File: config.mk
export PLATFORM = sky130hd
export DESIGN_NAME = sfec_erase_ctrl
export DESIGN_NICKNAME = d
export VERILOG_FILES = /design/src/rtl/sfec_pkg.sv /design/src/rtl/sfec_link_rx.sv /design/src/rtl/sfec_erase_ctrl.sv
export SDC_FILE = /design/constraint.sdc
export NUM_CORES = 1
export LEC_CHECK = 0
export ABC_AREA = 1
export BUFFER_PORTS_ARGS = -buffer_cell sky130_fd_sc_hd__buf_4
export CAP_MARGIN = 15
export CORE_ASPECT_RATIO = 0.8
export CORE_MARGIN = 5
export CORE_UTILIZATION = 51
export DETAILED_ROUTE_END_ITERATION = 12
export PLACE_DENSITY = 0.75
export SYNTH_ARGS = -nofsm -noshare
export SYNTH_HDL_FRONTEND = slang
export SYNTH_SLANG_ARGS = --single-unit
File: constraint.sdc
create_clock -name mclk -period 1.75 [get_ports mclk]
set_input_delay 0.35 -clock mclk [delete_from_list [all_inputs] [get_ports mclk]]
set_output_delay 0.35 -clock mclk [all_outputs]
set_load 0.05 [all_outputs]
File: src/rtl/sfec_pkg.sv
// sfec_pkg: opcodes, frame lengths, sector geometry and timing for the erase controller
// assumes a 10 MHz system clock sampling a slow serial link
`default_nettype none
package sfec_pkg;
  localparam logic [7:0] OP_WRITE_ENABLE_CMD = 8'h06;     // write_enable_cmd
  localparam logic [7:0] OP_PSE3 = 8'h20;     // param_sector_erase, address per extended mode
  localparam logic [7:0] OP_PSE4 = 8'h21;     // param_sector_erase, 4-byte address
  localparam logic [7:0] OP_SE3 = 8'hd8;      // sector_erase, address per extended mode
  localparam logic [7:0] OP_SE4 = 8'hdc;      // sector_erase, 4-byte address
  localparam logic [7:0] OP_BE1 = 8'h60;      // bulk_erase
  localparam logic [7:0] OP_BE2 = 8'hc7;      // bulk_erase
  localparam logic [7:0] OP_ESUS = 8'h75;     // erase_suspend_cmd
  localparam logic [7:0] OP_ERES = 8'h7a;     // erase_resume_cmd
  localparam logic [7:0] OP_PROGRAM_SUSPEND_CMD = 8'h85;     // program_suspend_cmd
  localparam logic [7:0] OP_PP3 = 8'h02;      // page program
  localparam logic [7:0] OP_PP4 = 8'h12;      // page program, 4-byte address
  localparam logic [7:0] OP_WRR = 8'h01;      // status_config_write_cmd
  localparam logic [7:0] OP_BANK_REGISTER_ACCESS_CMD = 8'hb9;     // bank_register_access_cmd
  localparam logic [7:0] OP_PPBE = 8'he4;     // persistent protect erase
  localparam logic [5:0] BITS_OP = 6'd8;      // instruction length
  localparam logic [5:0] BITS_A3 = 6'd32;     // instruction plus 24 address bits
  localparam logic [5:0] BITS_A4 = 6'd40;     // instruction plus 32 address bits
  localparam int SEC64_LSB = 16;              // 64 kB sector index position
  localparam int SEC256_LSB = 18;             // 256 kB sector index position
  localparam int SUB4_LSB = 12;               // 4 kB sub-sector field
  localparam logic [7:0] PARAM_TOP = 8'h01;   // 64 kB sectors holding 4 kB parameter sectors
  localparam int CLK_HZ = 10000000;
  localparam int ESL_NS = 2000;               // suspend latency, longest
  localparam int ESL_CYC = (ESL_NS * (CLK_HZ / 1000000)) / 1000;
  typedef enum logic [4:0] {
    SFEC_IDLE = 5'b00001,
    SFEC_ERASE = 5'b00010,
    SFEC_SUSPENDING = 5'b00100,
    SFEC_SUSPENDED = 5'b01000,
    SFEC_PROGRAM = 5'b10000
  } sfec_state_t;
endpackage : sfec_pkg
`default_nettype wire

File: src/rtl/sfec_link_rx.sv
// sfec_link_rx: synchronises serial link pins and shifts in command frames
// assumes link clock well below the system clock; mode 0 sampling on rising edges
`default_nettype none
module sfec_link_rx
  import sfec_pkg::*;
(
  input wire logic mclk,              // system clock
  input wire logic sys_rst,           // synchronous reset
  input wire logic linkClk,           // serial clock pin
  input wire logic chipSelN,          // chip select pin, low active
  input wire logic serialIn,          // serial data pin
  output logic [39:0] frameBits,      // shifted bits, newest in bit 0
  output logic [5:0] frameCount,      // bits taken this frame
  output logic frameEnd               // pulse when chip select rises
);
  logic [2:0] sckSync_reg;
  logic [2:0] csSync_reg;
  logic [1:0] siSync_reg;
  logic [39:0] shift_reg;
  logic [5:0] count_reg;
  logic frameEnd_reg;
  wire sckRise = sckSync_reg[1] & ~sckSync_reg[2];
  wire csLow = ~csSync_reg[1];
  wire csRise = csSync_reg[1] & ~csSync_reg[2];
  // stops one past the longest frame so an over-long frame never decodes as 40 bits
  wire countMax = (count_reg == BITS_A4 + 6'h1);

  // two-stage synchronisers, the third stage only for edge finding
  always_ff @(posedge mclk)
  begin
    if (sys_rst)
    begin
      sckSync_reg <= 3'h0;
      csSync_reg <= 3'h7;
      siSync_reg <= 2'h0;
    end
    else
    begin
      sckSync_reg <= {sckSync_reg[1:0], linkClk};
      csSync_reg <= {csSync_reg[1:0], chipSelN};
      siSync_reg <= {siSync_reg[0], serialIn};
    end
  end

  // shift bits while selected; count saturates past the longest frame
  always_ff @(posedge mclk)
  begin
    if (sys_rst || csRise)
    begin
      count_reg <= 6'h0;
      shift_reg <= sys_rst ? 40'h0 : shift_reg;
    end
    else if (csLow && sckRise)
    begin
      shift_reg <= {shift_reg[38:0], siSync_reg[1]};
      count_reg <= countMax ? count_reg : count_reg + 6'h1;
    end
  end

  // frame snapshot taken as chip select rises
  always_ff @(posedge mclk)
  begin
    if (sys_rst)
    begin
      frameBits <= 40'h0;
      frameCount <= 6'h0;
      frameEnd_reg <= 1'b0;
    end
    else
    begin
      frameEnd_reg <= csRise;
      if (csRise)
      begin
        frameBits <= shift_reg;
        frameCount <= count_reg;
      end
    end
  end
  assign frameEnd = frameEnd_reg;
endmodule : sfec_link_rx
`default_nettype wire

File: src/rtl/sfec_erase_ctrl.sv
// sfec_erase_ctrl: erase command decode, protection checks and suspend/resume sequencing
// assumes an array engine that runs an erase given start/halt/continue pulses
`default_nettype none
//
// Contract
// - parameter sector erase ignored when the 256 kB uniform option is set.
// - parameter sector erase needs the write enable latch set first.
// - 20h takes 3 or 4 address bytes by mode; 21h always four.
// - sector-type erase starts only if chip select rises right after address.
// - write in progress reads 1 while erasing, 0 when done.
// - protected parameter sector erase not run; erase error set.
// - parameter erase into a large sector dropped silently, no error.
// - D8h address by mode, DCh four bytes; needs write enable.
// - protected sector erase not run; erase error set.
// - sector erase size is 64 kB or 256 kB by option.
// - range containing a protected sub-range refused with erase error.
// - bulk erase 60h or C7h starts only if chip select rises after opcode.
// - bulk erase only with block protect bits zero; else dropped, no error.
// - bulk erase skips per-sector protected sectors without error.
// - erase suspend acts only during sector erase, not bulk erase.
// - suspend halts erase and updates status within bounded latency.
// - on suspend write in progress drops; suspended flag shows suspension.
// - resume only when suspended; sets write in progress, continues.
// - reads inside the suspended sector flagged undefined; others valid.
// - while suspended reject status writes, except bank write after bank access.
// - program to suspended sector fails with program error; back to suspended.
// - program suspend accepted while erase suspended.
module sfec_erase_ctrl
  import sfec_pkg::*;
(
  input wire logic mclk,              // system clock
  input wire logic sys_rst,           // synchronous reset
  input wire logic linkClk,           // serial clock pin
  input wire logic chipSelN,          // chip select pin, low active
  input wire logic serialIn,          // serial data pin
  input wire logic extendedAddressing, // 4-byte address mode
  input wire logic uniform256,        // 256 kB sector option
  input wire logic [2:0] blockProtect, // block protect bits 2..0
  input wire logic bpRangeHit,        // block protection covers the target
  input wire logic [15:0] sectorProtect, // per-4kB protect in target 64 kB
  input wire logic [3:0] rangeProtect, // per-64kB protect in target 256 kB
  input wire logic readActive,        // array read in progress
  input wire logic [31:0] readAddr,   // array read address
  input wire logic engineDone,        // array engine finished
  input wire logic progDone,          // program operation finished
  output logic [31:0] addrOut,        // target address to engine and checks
  output logic eraseStart,            // pulse: start erase
  output logic [1:0] eraseKind,       // 0 param, 1 sector, 2 bulk
  output logic skipProtected,         // bulk: skip per-sector protected
  output logic eraseHalt,             // pulse: suspend engine
  output logic eraseContinue,         // pulse: resume engine
  output logic progStart,             // pulse: program allowed
  output logic progSuspend,           // pulse: nested program suspend
  output logic bankWrite,             // pulse: bank address register write
  output logic statusWrite,           // pulse: status/config write allowed
  output logic ppbErase,              // pulse: persistent protect erase allowed
  output logic writeInProgress,       // status bit 0 of first status reg
  output logic eraseSuspended,        // status bit 1 of second status reg
  output logic writeEnableLatch,      // write enable latch
  output logic eraseError,            // erase error flag
  output logic programError,          // program error flag
  output logic readUndefined          // read hits the suspended sector
);
  // ---------------------------------------------------------------
  // link receive
  // ---------------------------------------------------------------
  logic [39:0] frameBits;
  logic [5:0] frameCount;
  logic frameEnd;
  sfec_link_rx u_rx (
    .mclk(mclk),
    .sys_rst(sys_rst),
    .linkClk(linkClk),
    .chipSelN(chipSelN),
    .serialIn(serialIn),
    .frameBits(frameBits),
    .frameCount(frameCount),
    .frameEnd(frameEnd)
  );

  // ---------------------------------------------------------------
  // frame decode
  // ---------------------------------------------------------------
  sfec_state_t state_reg, state_next;
  logic [31:0] addr_reg;
  logic [31:0] suspAddr_reg;
  logic [15:0] latency_reg;
  logic kindBulk_reg;
  logic bank_register_access_cmd_reg;
  wire [7:0] op3 = frameBits[31:24];
  wire [7:0] op4 = frameBits[39:32];
  wire [7:0] op1 = frameBits[7:0];
  wire [31:0] a3 = {8'h0, frameBits[23:0]};
  wire [31:0] a4 = frameBits[31:0];
  wire len1 = (frameCount == BITS_OP);
  wire len3 = (frameCount == BITS_A3) && !extendedAddressing;
  wire lenExt = (frameCount == BITS_A4) && extendedAddressing;
  wire len4 = (frameCount == BITS_A4);
  // frame lengths per opcode, WRR taking any length over 8 bits; any other length discards the command
  wire isPse = frameEnd && ((len3 && op3 == OP_PSE3) || (lenExt && op4 == OP_PSE3)
    || (len4 && op4 == OP_PSE4));
  wire isSe = frameEnd && ((len3 && op3 == OP_SE3) || (lenExt && op4 == OP_SE3)
    || (len4 && op4 == OP_SE4));
  wire [31:0] tgt = len3 ? a3 : a4;
  wire isBe = frameEnd && len1 && (op1 == OP_BE1 || op1 == OP_BE2);
  wire isPp = frameEnd && ((len3 && op3 == OP_PP3) || (lenExt && op4 == OP_PP3)
    || (len4 && op4 == OP_PP4));
  wire isWren = frameEnd && len1 && op1 == OP_WRITE_ENABLE_CMD;
  wire isSusp = frameEnd && len1 && op1 == OP_ESUS;
  wire isRes = frameEnd && len1 && op1 == OP_ERES;
  wire isPgsp = frameEnd && len1 && op1 == OP_PROGRAM_SUSPEND_CMD;
  wire isBrac = frameEnd && len1 && op1 == OP_BANK_REGISTER_ACCESS_CMD;
  wire isWrr = frameEnd && frameCount > BITS_OP && frameBits[15:8] == OP_WRR;
  wire isPpbe = frameEnd && len1 && op1 == OP_PPBE;

  // ---------------------------------------------------------------
  // protection checks
  // ---------------------------------------------------------------
  wire [7:0] sec64 = tgt[SEC64_LSB +: 8];
  wire inParam = (sec64 <= PARAM_TOP);
  wire [3:0] sub4 = tgt[SUB4_LSB +: 4];
  wire idle = (state_reg == SFEC_IDLE);
  wire write_enable_latch = writeEnableLatch;
  // parameter erase: option, latch, location, then protection
  wire pseTake = isPse && idle && write_enable_latch && !uniform256 && inParam;
  wire pseProt = bpRangeHit || sectorProtect[sub4];
  wire seProt = bpRangeHit || (uniform256 ? |rangeProtect : |sectorProtect);
  wire seTake = isSe && idle && write_enable_latch;
  wire beTake = isBe && idle && write_enable_latch && (blockProtect == 3'h0);
  wire pseGo = pseTake && !pseProt;
  wire seGo = seTake && !seProt;
  wire errSet = (pseTake && pseProt) || (seTake && seProt);
  wire suspOk = isSusp && state_reg == SFEC_ERASE && !kindBulk_reg;
  wire resOk = isRes && state_reg == SFEC_SUSPENDED;
  wire latDone = (latency_reg == 16'(ESL_CYC));
  wire suspSec = uniform256
    ? (tgt[31:SEC256_LSB] == suspAddr_reg[31:SEC256_LSB])
    : (tgt[31:SEC64_LSB] == suspAddr_reg[31:SEC64_LSB]);
  wire pgmOk = isPp && state_reg == SFEC_SUSPENDED && write_enable_latch && !suspSec;
  wire pgmBad = isPp && state_reg == SFEC_SUSPENDED && write_enable_latch && suspSec;
  wire rdSec = uniform256
    ? (readAddr[31:SEC256_LSB] == suspAddr_reg[31:SEC256_LSB])
    : (readAddr[31:SEC64_LSB] == suspAddr_reg[31:SEC64_LSB]);
  wire suspHeld = (state_reg == SFEC_SUSPENDED) || (state_reg == SFEC_PROGRAM);

  // ---------------------------------------------------------------
  // sequencer
  // ---------------------------------------------------------------
  always_comb
  begin
    state_next = state_reg;
    unique case (state_reg)
      SFEC_IDLE:
        if (pseGo || seGo || beTake)
          state_next = SFEC_ERASE;
      SFEC_ERASE:
        if (engineDone)
          state_next = SFEC_IDLE;
        else if (suspOk)
          state_next = SFEC_SUSPENDING;
      SFEC_SUSPENDING:
        if (engineDone)
          state_next = SFEC_IDLE; // completed before halting
        else if (latDone)
          state_next = SFEC_SUSPENDED;
      SFEC_SUSPENDED:
        if (resOk)
          state_next = SFEC_ERASE;
        else if (pgmOk)
          state_next = SFEC_PROGRAM;
      SFEC_PROGRAM:
        if (progDone)
          state_next = SFEC_SUSPENDED;
      default:
        state_next = SFEC_IDLE;
    endcase
  end

  // state, target and latency counter
  always_ff @(posedge mclk)
  begin
    if (sys_rst)
    begin
      state_reg <= SFEC_IDLE;
      addr_reg <= 32'h0;
      suspAddr_reg <= 32'h0;
      latency_reg <= 16'h0;
      kindBulk_reg <= 1'b0;
    end
    else
    begin
      state_reg <= state_next;
      latency_reg <= (state_reg == SFEC_SUSPENDING) ? latency_reg + 16'h1 : 16'h0;
      if (pseGo || seGo || beTake)
      begin
        kindBulk_reg <= beTake;
        suspAddr_reg <= tgt;
      end
      if (frameEnd && frameCount >= BITS_A3)
        addr_reg <= tgt;
    end
  end

  // write enable latch, bank access marker, error flags
  always_ff @(posedge mclk)
  begin
    if (sys_rst)
    begin
      writeEnableLatch <= 1'b0;
      bank_register_access_cmd_reg <= 1'b0;
      eraseError <= 1'b0;
      programError <= 1'b0;
    end
    else
    begin
      if (isWren)
        writeEnableLatch <= 1'b1;
      else if (pseTake || seTake || beTake || pgmOk || pgmBad)
        writeEnableLatch <= 1'b0;
      if (frameEnd)
        bank_register_access_cmd_reg <= isBrac;
      if (errSet)
        eraseError <= 1'b1;
      if (pgmBad)
        programError <= 1'b1;
    end
  end

  // ---------------------------------------------------------------
  // outputs
  // ---------------------------------------------------------------
  assign addrOut = addr_reg;
  assign eraseStart = pseGo || seGo || beTake;
  assign eraseKind = beTake ? 2'h2 : (seGo ? 2'h1 : 2'h0);
  assign skipProtected = kindBulk_reg;
  assign eraseHalt = suspOk;
  assign eraseContinue = resOk;
  assign progStart = pgmOk;
  assign progSuspend = isPgsp && state_reg == SFEC_PROGRAM;
  assign bankWrite = isWrr && bank_register_access_cmd_reg;
  assign statusWrite = isWrr && !bank_register_access_cmd_reg && !suspHeld && write_enable_latch;
  assign ppbErase = isPpbe && !suspHeld && write_enable_latch;
  // in progress during erase, the suspend latency and a nested program; clear while halted with no program
  assign writeInProgress = (state_reg == SFEC_ERASE) || (state_reg == SFEC_SUSPENDING)
    || (state_reg == SFEC_PROGRAM);
  assign eraseSuspended = suspHeld;
  assign readUndefined = readActive && suspHeld && rdSec;
endmodule : sfec_erase_ctrl
`default_nettype wire

Word-level counts from Yosys, hierarchy flattened
Cells that the tools add are included.
{"block": "op_classes", "n_addsub": 2, "n_lt_le_gt_ge": 4, "n_eq_ne": 38, "muxes": 22, "n_bitwise": 7, "reduce_logical": 92}
{"cell": "40-bit two-way mux", "count": 3}
{"cell": "8-bit equality test (second input constant)", "count": 7}
{"cell": "1-bit logical AND", "count": 55}
{"cell": "5-bit two-way mux", "count": 8}
{"cell": "16-bit equality test", "count": 2}
{"cell": "32-bit two-way mux", "count": 1}
{"cell": "14-bit equality test", "count": 2}
{"cell": "5-bit case mux with 5 select lines", "count": 1}
{"cell": "8-bit by 6-bit equality test with 1-bit output (second input constant)", "count": 3}
{"cell": "8-bit by 7-bit equality test with 1-bit output (second input constant)", "count": 3}
{"cell": "1-bit logical OR", "count": 20}
{"cell": "6-bit equality test (second input constant)", "count": 3}
{"cell": "16-bit by 1-bit adder with 16-bit output (second input constant)", "count": 1}
{"cell": "16-bit by 5-bit equality test with 1-bit output (second input constant)", "count": 1}
{"cell": "8-bit by 2-bit equality test with 1-bit output (second input constant)", "count": 2}
{"cell": "16-bit OR reduction", "count": 1}
{"cell": "3-bit inequality test (second input constant)", "count": 3}
{"cell": "8-bit by 1-bit equality test with 1-bit output (second input constant)", "count": 1}
{"cell": "8-bit by 3-bit equality test with 1-bit output (second input constant)", "count": 1}
{"cell": "8-bit by 5-bit equality test with 1-bit output (second input constant)", "count": 1}
{"cell": "8-bit by 1-bit <= comparator with 1-bit output (second input constant)", "count": 1}
{"cell": "1-bit logical NOT", "count": 8}
{"cell": "1-bit two-way mux", "count": 7}
{"cell": "6-bit by 1-bit adder with 6-bit output (second input constant)", "count": 1}
{"cell": "other kinds (20)", "count": 29}
{"block": "word_totals", "reg_bits": 191, "inputBits": 66, "out_inout_bits": 49, "wordCells": 182}

Logic depth before layout (Yosys ltp)
{"block": "depth", "word_depth": 16, "mapped_depth": 17, "mapped_depth_nobuf": 17}

Modules after synthesis
Synthesis repeated with hierarchy kept, for this count alone.
{"block": "hier_totals", "hier_cells": 1006, "hier_area_um2": 7962.6}
{"module": "sfec_erase_ctrl", "n_inst": 1, "cells_each": 653, "area_per_inst_um2": 4375.4, "seq_area_each_um2": 1481.4}
{"module": "sfec_link_rx", "n_inst": 1, "cells_each": 353, "area_per_inst_um2": 3587.2, "seq_area_each_um2": 2422.3}

Worst setup path after synthesis
No wires, ideal clock.
{"block": "synth_path", "path_type": "register to output", "startpoint": "register state_reg[0]", "endpoint": "output port readUndefined", "arrival_ns": 2.902, "required_time_ns": 1.400, "slack_ns": -1.502, "stages_incl_launch_ff": 8, "path_buffers": 0, "cell_sequence": "dfxtp_1 nor2_1 inv_1 nor4_2 inv_1 nand2_1 nand2_1 nor4_1"}
{"block": "synth_via", "elab_chain_cells": 4, "word_cells_on_any_way": 5, "classes_between": "eq/ne (2); reduce/logical (3)"}
{"element": "start, declared", "line": "sfec_erase_ctrl.sv:84", "text": "sfec_state_t state_reg, state_next;"}
{"element": "start signal, assigned", "line": "sfec_erase_ctrl.sv:192", "text": "state_reg <= state_next;"}
{"element": "5-bit by 4-bit equality test with 1-bit output / 5-bit equality test (equally long branches)", "line": "sfec_erase_ctrl.sv:144", "text": "wire suspHeld = (state_reg == SFEC_SUSPENDED) || (state_reg == SFEC_PROGRAM);"}
{"element": "1-bit logical OR (*)", "line": "sfec_erase_ctrl.sv:144"}
{"element": "named net eraseSuspended", "line": "sfec_erase_ctrl.sv:58", "text": "output logic eraseSuspended,"}
{"element": "1-bit logical AND (*) (2 in series)", "line": "sfec_erase_ctrl.sv:247", "text": "assign readUndefined = readActive && suspHeld && rdSec;"}
{"element": "end, declared", "line": "sfec_erase_ctrl.sv:62", "text": "output logic readUndefined"}
Mark *: on every way through the listed nets, which the timed path passes. The rest lies on a longest branch.

Worst setup path after layout
{"block": "layout_path", "startpoint": "register u_rx.frameCount[5]", "endpoint": "output port eraseStart"}
{"block": "layout_via", "elab_chain_cells": 13, "word_cells_on_any_way": 32, "classes_between": "eq/ne (3); reduce/logical (29)"}
{"element": "start, declared", "line": "sfec_link_rx.sv:13", "text": "output logic [5:0] frameCount,"}
{"element": "start signal, assigned", "line": "sfec_link_rx.sv:75", "text": "frameCount <= count_reg;"}
{"element": "6-bit equality test (on tied branches)", "line": "sfec_erase_ctrl.sv:96, sfec_erase_ctrl.sv:97, sfec_erase_ctrl.sv:98"}
{"element": "1-bit logical AND (on tied branches)", "line": "sfec_erase_ctrl.sv:96, sfec_erase_ctrl.sv:97"}
{"element": "1-bit logical AND", "line": "sfec_erase_ctrl.sv:100", "text": "wire isPse = frameEnd && ((len3 && op3 == OP_PSE3) || (lenExt && op4 == OP_PSE3)"}
{"element": "1-bit logical OR", "line": "sfec_erase_ctrl.sv:100"}
{"element": "1-bit logical OR", "line": "sfec_erase_ctrl.sv:101", "text": "|| (len4 && op4 == OP_PSE4));"}
{"element": "1-bit logical AND", "line": "sfec_erase_ctrl.sv:100"}
{"element": "1-bit logical AND (4 in series)", "line": "sfec_erase_ctrl.sv:125", "text": "wire pseTake = isPse && idle && write_enable_latch && !uniform256 && inParam;"}
{"element": "1-bit logical AND", "line": "sfec_erase_ctrl.sv:130", "text": "wire pseGo = pseTake && !pseProt;"}
{"element": "1-bit logical OR", "line": "sfec_erase_ctrl.sv:233", "text": "assign eraseStart = pseGo || seGo || beTake;"}
{"element": "1-bit logical OR (*)", "line": "sfec_erase_ctrl.sv:233"}
{"element": "end, declared", "line": "sfec_erase_ctrl.sv:47", "text": "output logic eraseStart,"}
Every way passes the cells marked *; elsewhere a longest branch is shown, timed or not.

==> metrics.txt <==
largest net degree at the start of global routing 65; core area 15,000 µm²; outcome finished, violations left; Setup violations, final 36; hpwl dp 14.3 mm; Slew headroom 74.7%; post-synthesis cell type count 45; most frequent cells in the layout 191 x buf_4, 144 x inv_1, 127 x nor2_1, 122 x dfxtp_1, 84 x nand2_1; sequential share of the synthesized area 50.5%; LEAKAGE 4.36 nW; Cells after Synth 953; site row count 40; Reg clk slew, reported paths 0.06 ns; Mean Syn Cell Area 8.12 µm²; clock power share 40.1%; share of cells above drive strength 1 31.1%; WL/cell 14.8 µm; Nets 1,222; Seq cells post-synth 175; fin crit share 136%; Sequential Power Share 47.5%; GP Congestion 0.901; Startpoint Class flip-flop; routed vias 7,063; gr ovfl total 0; Synth Cell Area 7730 µm²; count of flip-flops with a built-in enable after synthesis 40; most common cell after layout, fill and taps aside buf_4; failing checks setup timing; min Tclk post-route 2.38 ns; switching fraction of total power 24.9%; Final Worst Setup Slack -0.631 ns; Post-Syn Nets 1,023; Post-route DRC 0; clk_skew 0.00912 ns; Warnings, synthesis 0; Slew Limit Fails 0; die area 17,700 µm²; H-tree depth 4; Critical Path AT 2.03 ns; final wirelength 20.1 mm; initial detailed-routing violation count 405; Hold Path Class in -> reg; unrepaired setup endpoints after global routing yes; worst skew pair latency 0.43 ns; Antenna Nets Post-Route 0; P&R area growth vs syn 35.2%; Starting Density 51.7%; Worst Path Required 1.40 ns; Peak Freq 420 MHz; TritonCTS buffer count 17; slew at the pin closest to its max-slew limit 0.377 ns; Root Buffer clkbuf_16; Internal Power 6.90 mW; CP Capture Type primary output; Longest Clk Path Bufs 2; filler cell count 1,121; Die Span Y 120 µm; die width 148 µm; I/O pin count 115; FFs w/ async S/R, synth 0%; Logic pwr share 12.4%; Tot GR Track Use 22.6%; final count of hold timing violations 0; fin util 69.9%; most used flip-flop cell after synthesis dfxtp_1; TritonCTS clock tree done; DRT Pass-1 Iters 5; Max FO, Critical Path 4; Pwr Total 9.19 mW; Psw 2.29 mW; Design Area, Final 10,500 µm²; Buffers on Ports 98; VDD IR max 0.697 mV; CTS Sinks 175; vias per std cell 5.22; n_diodes 0; post-placement cell area 9500 µm²; initial antenna violation count 0; PwrDens 879 nW/µm²; vias in the first global route 6,671; max_cap viols 0; first-pass GRT wire length 32.4 mm; critical path class reg -> out
## metal layers
metal	track usage, %	up-vias	wire [µm]
met3	4.53	30	996
met4	7.68	0	381
li1	-	3542	-
met1	30.3	3309	9180
met2	36.7	182	9490
met5	0	-	0
## power by group through the flow
| stage | clock network [mW] | registers (mW) | logic (mW) |
|---|---|---|---|
| 2_1_floorplan | 0 | 4.41 | 0.632 |
| 3_3_place_gp | 0 | 4.42 | 1.03 |
| 3_5_place_dp | 0 | 4.42 | 1.05 |
| 4_1_cts | 3.72 | 4.37 | 1.09 |
| 5_1_grt | 3.92 | 4.38 | 1.26 |
| 6_report | 3.68 | 4.37 | 1.14 |
## Yosys cell counts (all sizes together) (3+ instances only)
master  instances  area [µm²]
o22ai          41         257
nor3b           4        30.0
a211oi         14         140
nor2          152         616
nor3           20         100
nand2         107         472
inv           166         623
clkbuf         17        63.8
nand3          47         250
dfxtp         135        2700
buf            15        93.8
or2             3        18.8
o21ai          61         305
a31oi           3        18.8
ha              4        50.1
clkinv          4        15.0
nor4           14         100
xnor2           5        43.8
nand4          19         125
a21oi          57         289
edfxtp         40        1200
xor2           14         130
## worst paths after layout
path | endpoint | slack, ns | cells after the start | startpoint
hold / removal | u_rx.csSync_reg[0] | 0.13 | 2 | chipSelN
hold reg to reg | u_rx.sckSync_reg[1] | 0.41 | 2 | u_rx.sckSync_reg[0]
setup / recovery | eraseStart | -0.63 | 9 | u_rx.frameCount[5]
setup reg to reg | state_reg[3] | -0.23 | 17 | u_rx.frameCount[4]
## through the flow
step	setup WS [ns]	hold slack, ns	TNS, ns	cells
floorplan	-0.262	0.388	-0.790	953
global placement	-0.202	0.391	-3.40	1313
detailed placement	-0.256	0.399	-5.54	1313
CTS	-0.646	0.112	-10.17	1350
global route	-0.744	0.118	-14.62	1354
finish	-0.631	0.131	-9.82	1354
## final cells by class
class	instances	area (µm²)	share of cell area [%]
well taps	189	236	2.26
multi-input cells	576	3340	32.0
clock inverters	11	115	1.10
repair buffers	212	1730	16.5
clock buffers	21	450	4.31
inverters	170	649	6.21
flip-flops and latches	175	3930	37.6
## repair_timing
| action | 4_1_cts | 5_1_grt |
|---|---|---|
| pin swaps | 8 | 11 |
| hold buffers | 0 | 0 |
| buffers inserted | 5 | 5 |
| resized for setup | 50 | 49 |
| endpoints found under the setup margin | 39 | 43 |
## cell families after synthesis
family	Yosys count	synth area share, %
fa+ha+maj	4	0.647
xor+xnor	19	2.25
flops	175	50.5
buf+inv	202	10.3
compound gates	186	14.1
simple gates	367	22.2
## worst max-delay path: stages, from the launching register on
cell	delay, ns
dfxtp_2	0.32
nor2_1	0.26
buf_4	0.17
nand2_2	0.10
nor2_2	0.13
nand3_1	0.13
nor2_4	0.15
nor2_4	0.07
nand2_4	0.12
buf_8	0.16
Note: power is estimated with default switching activity, not from simulation.
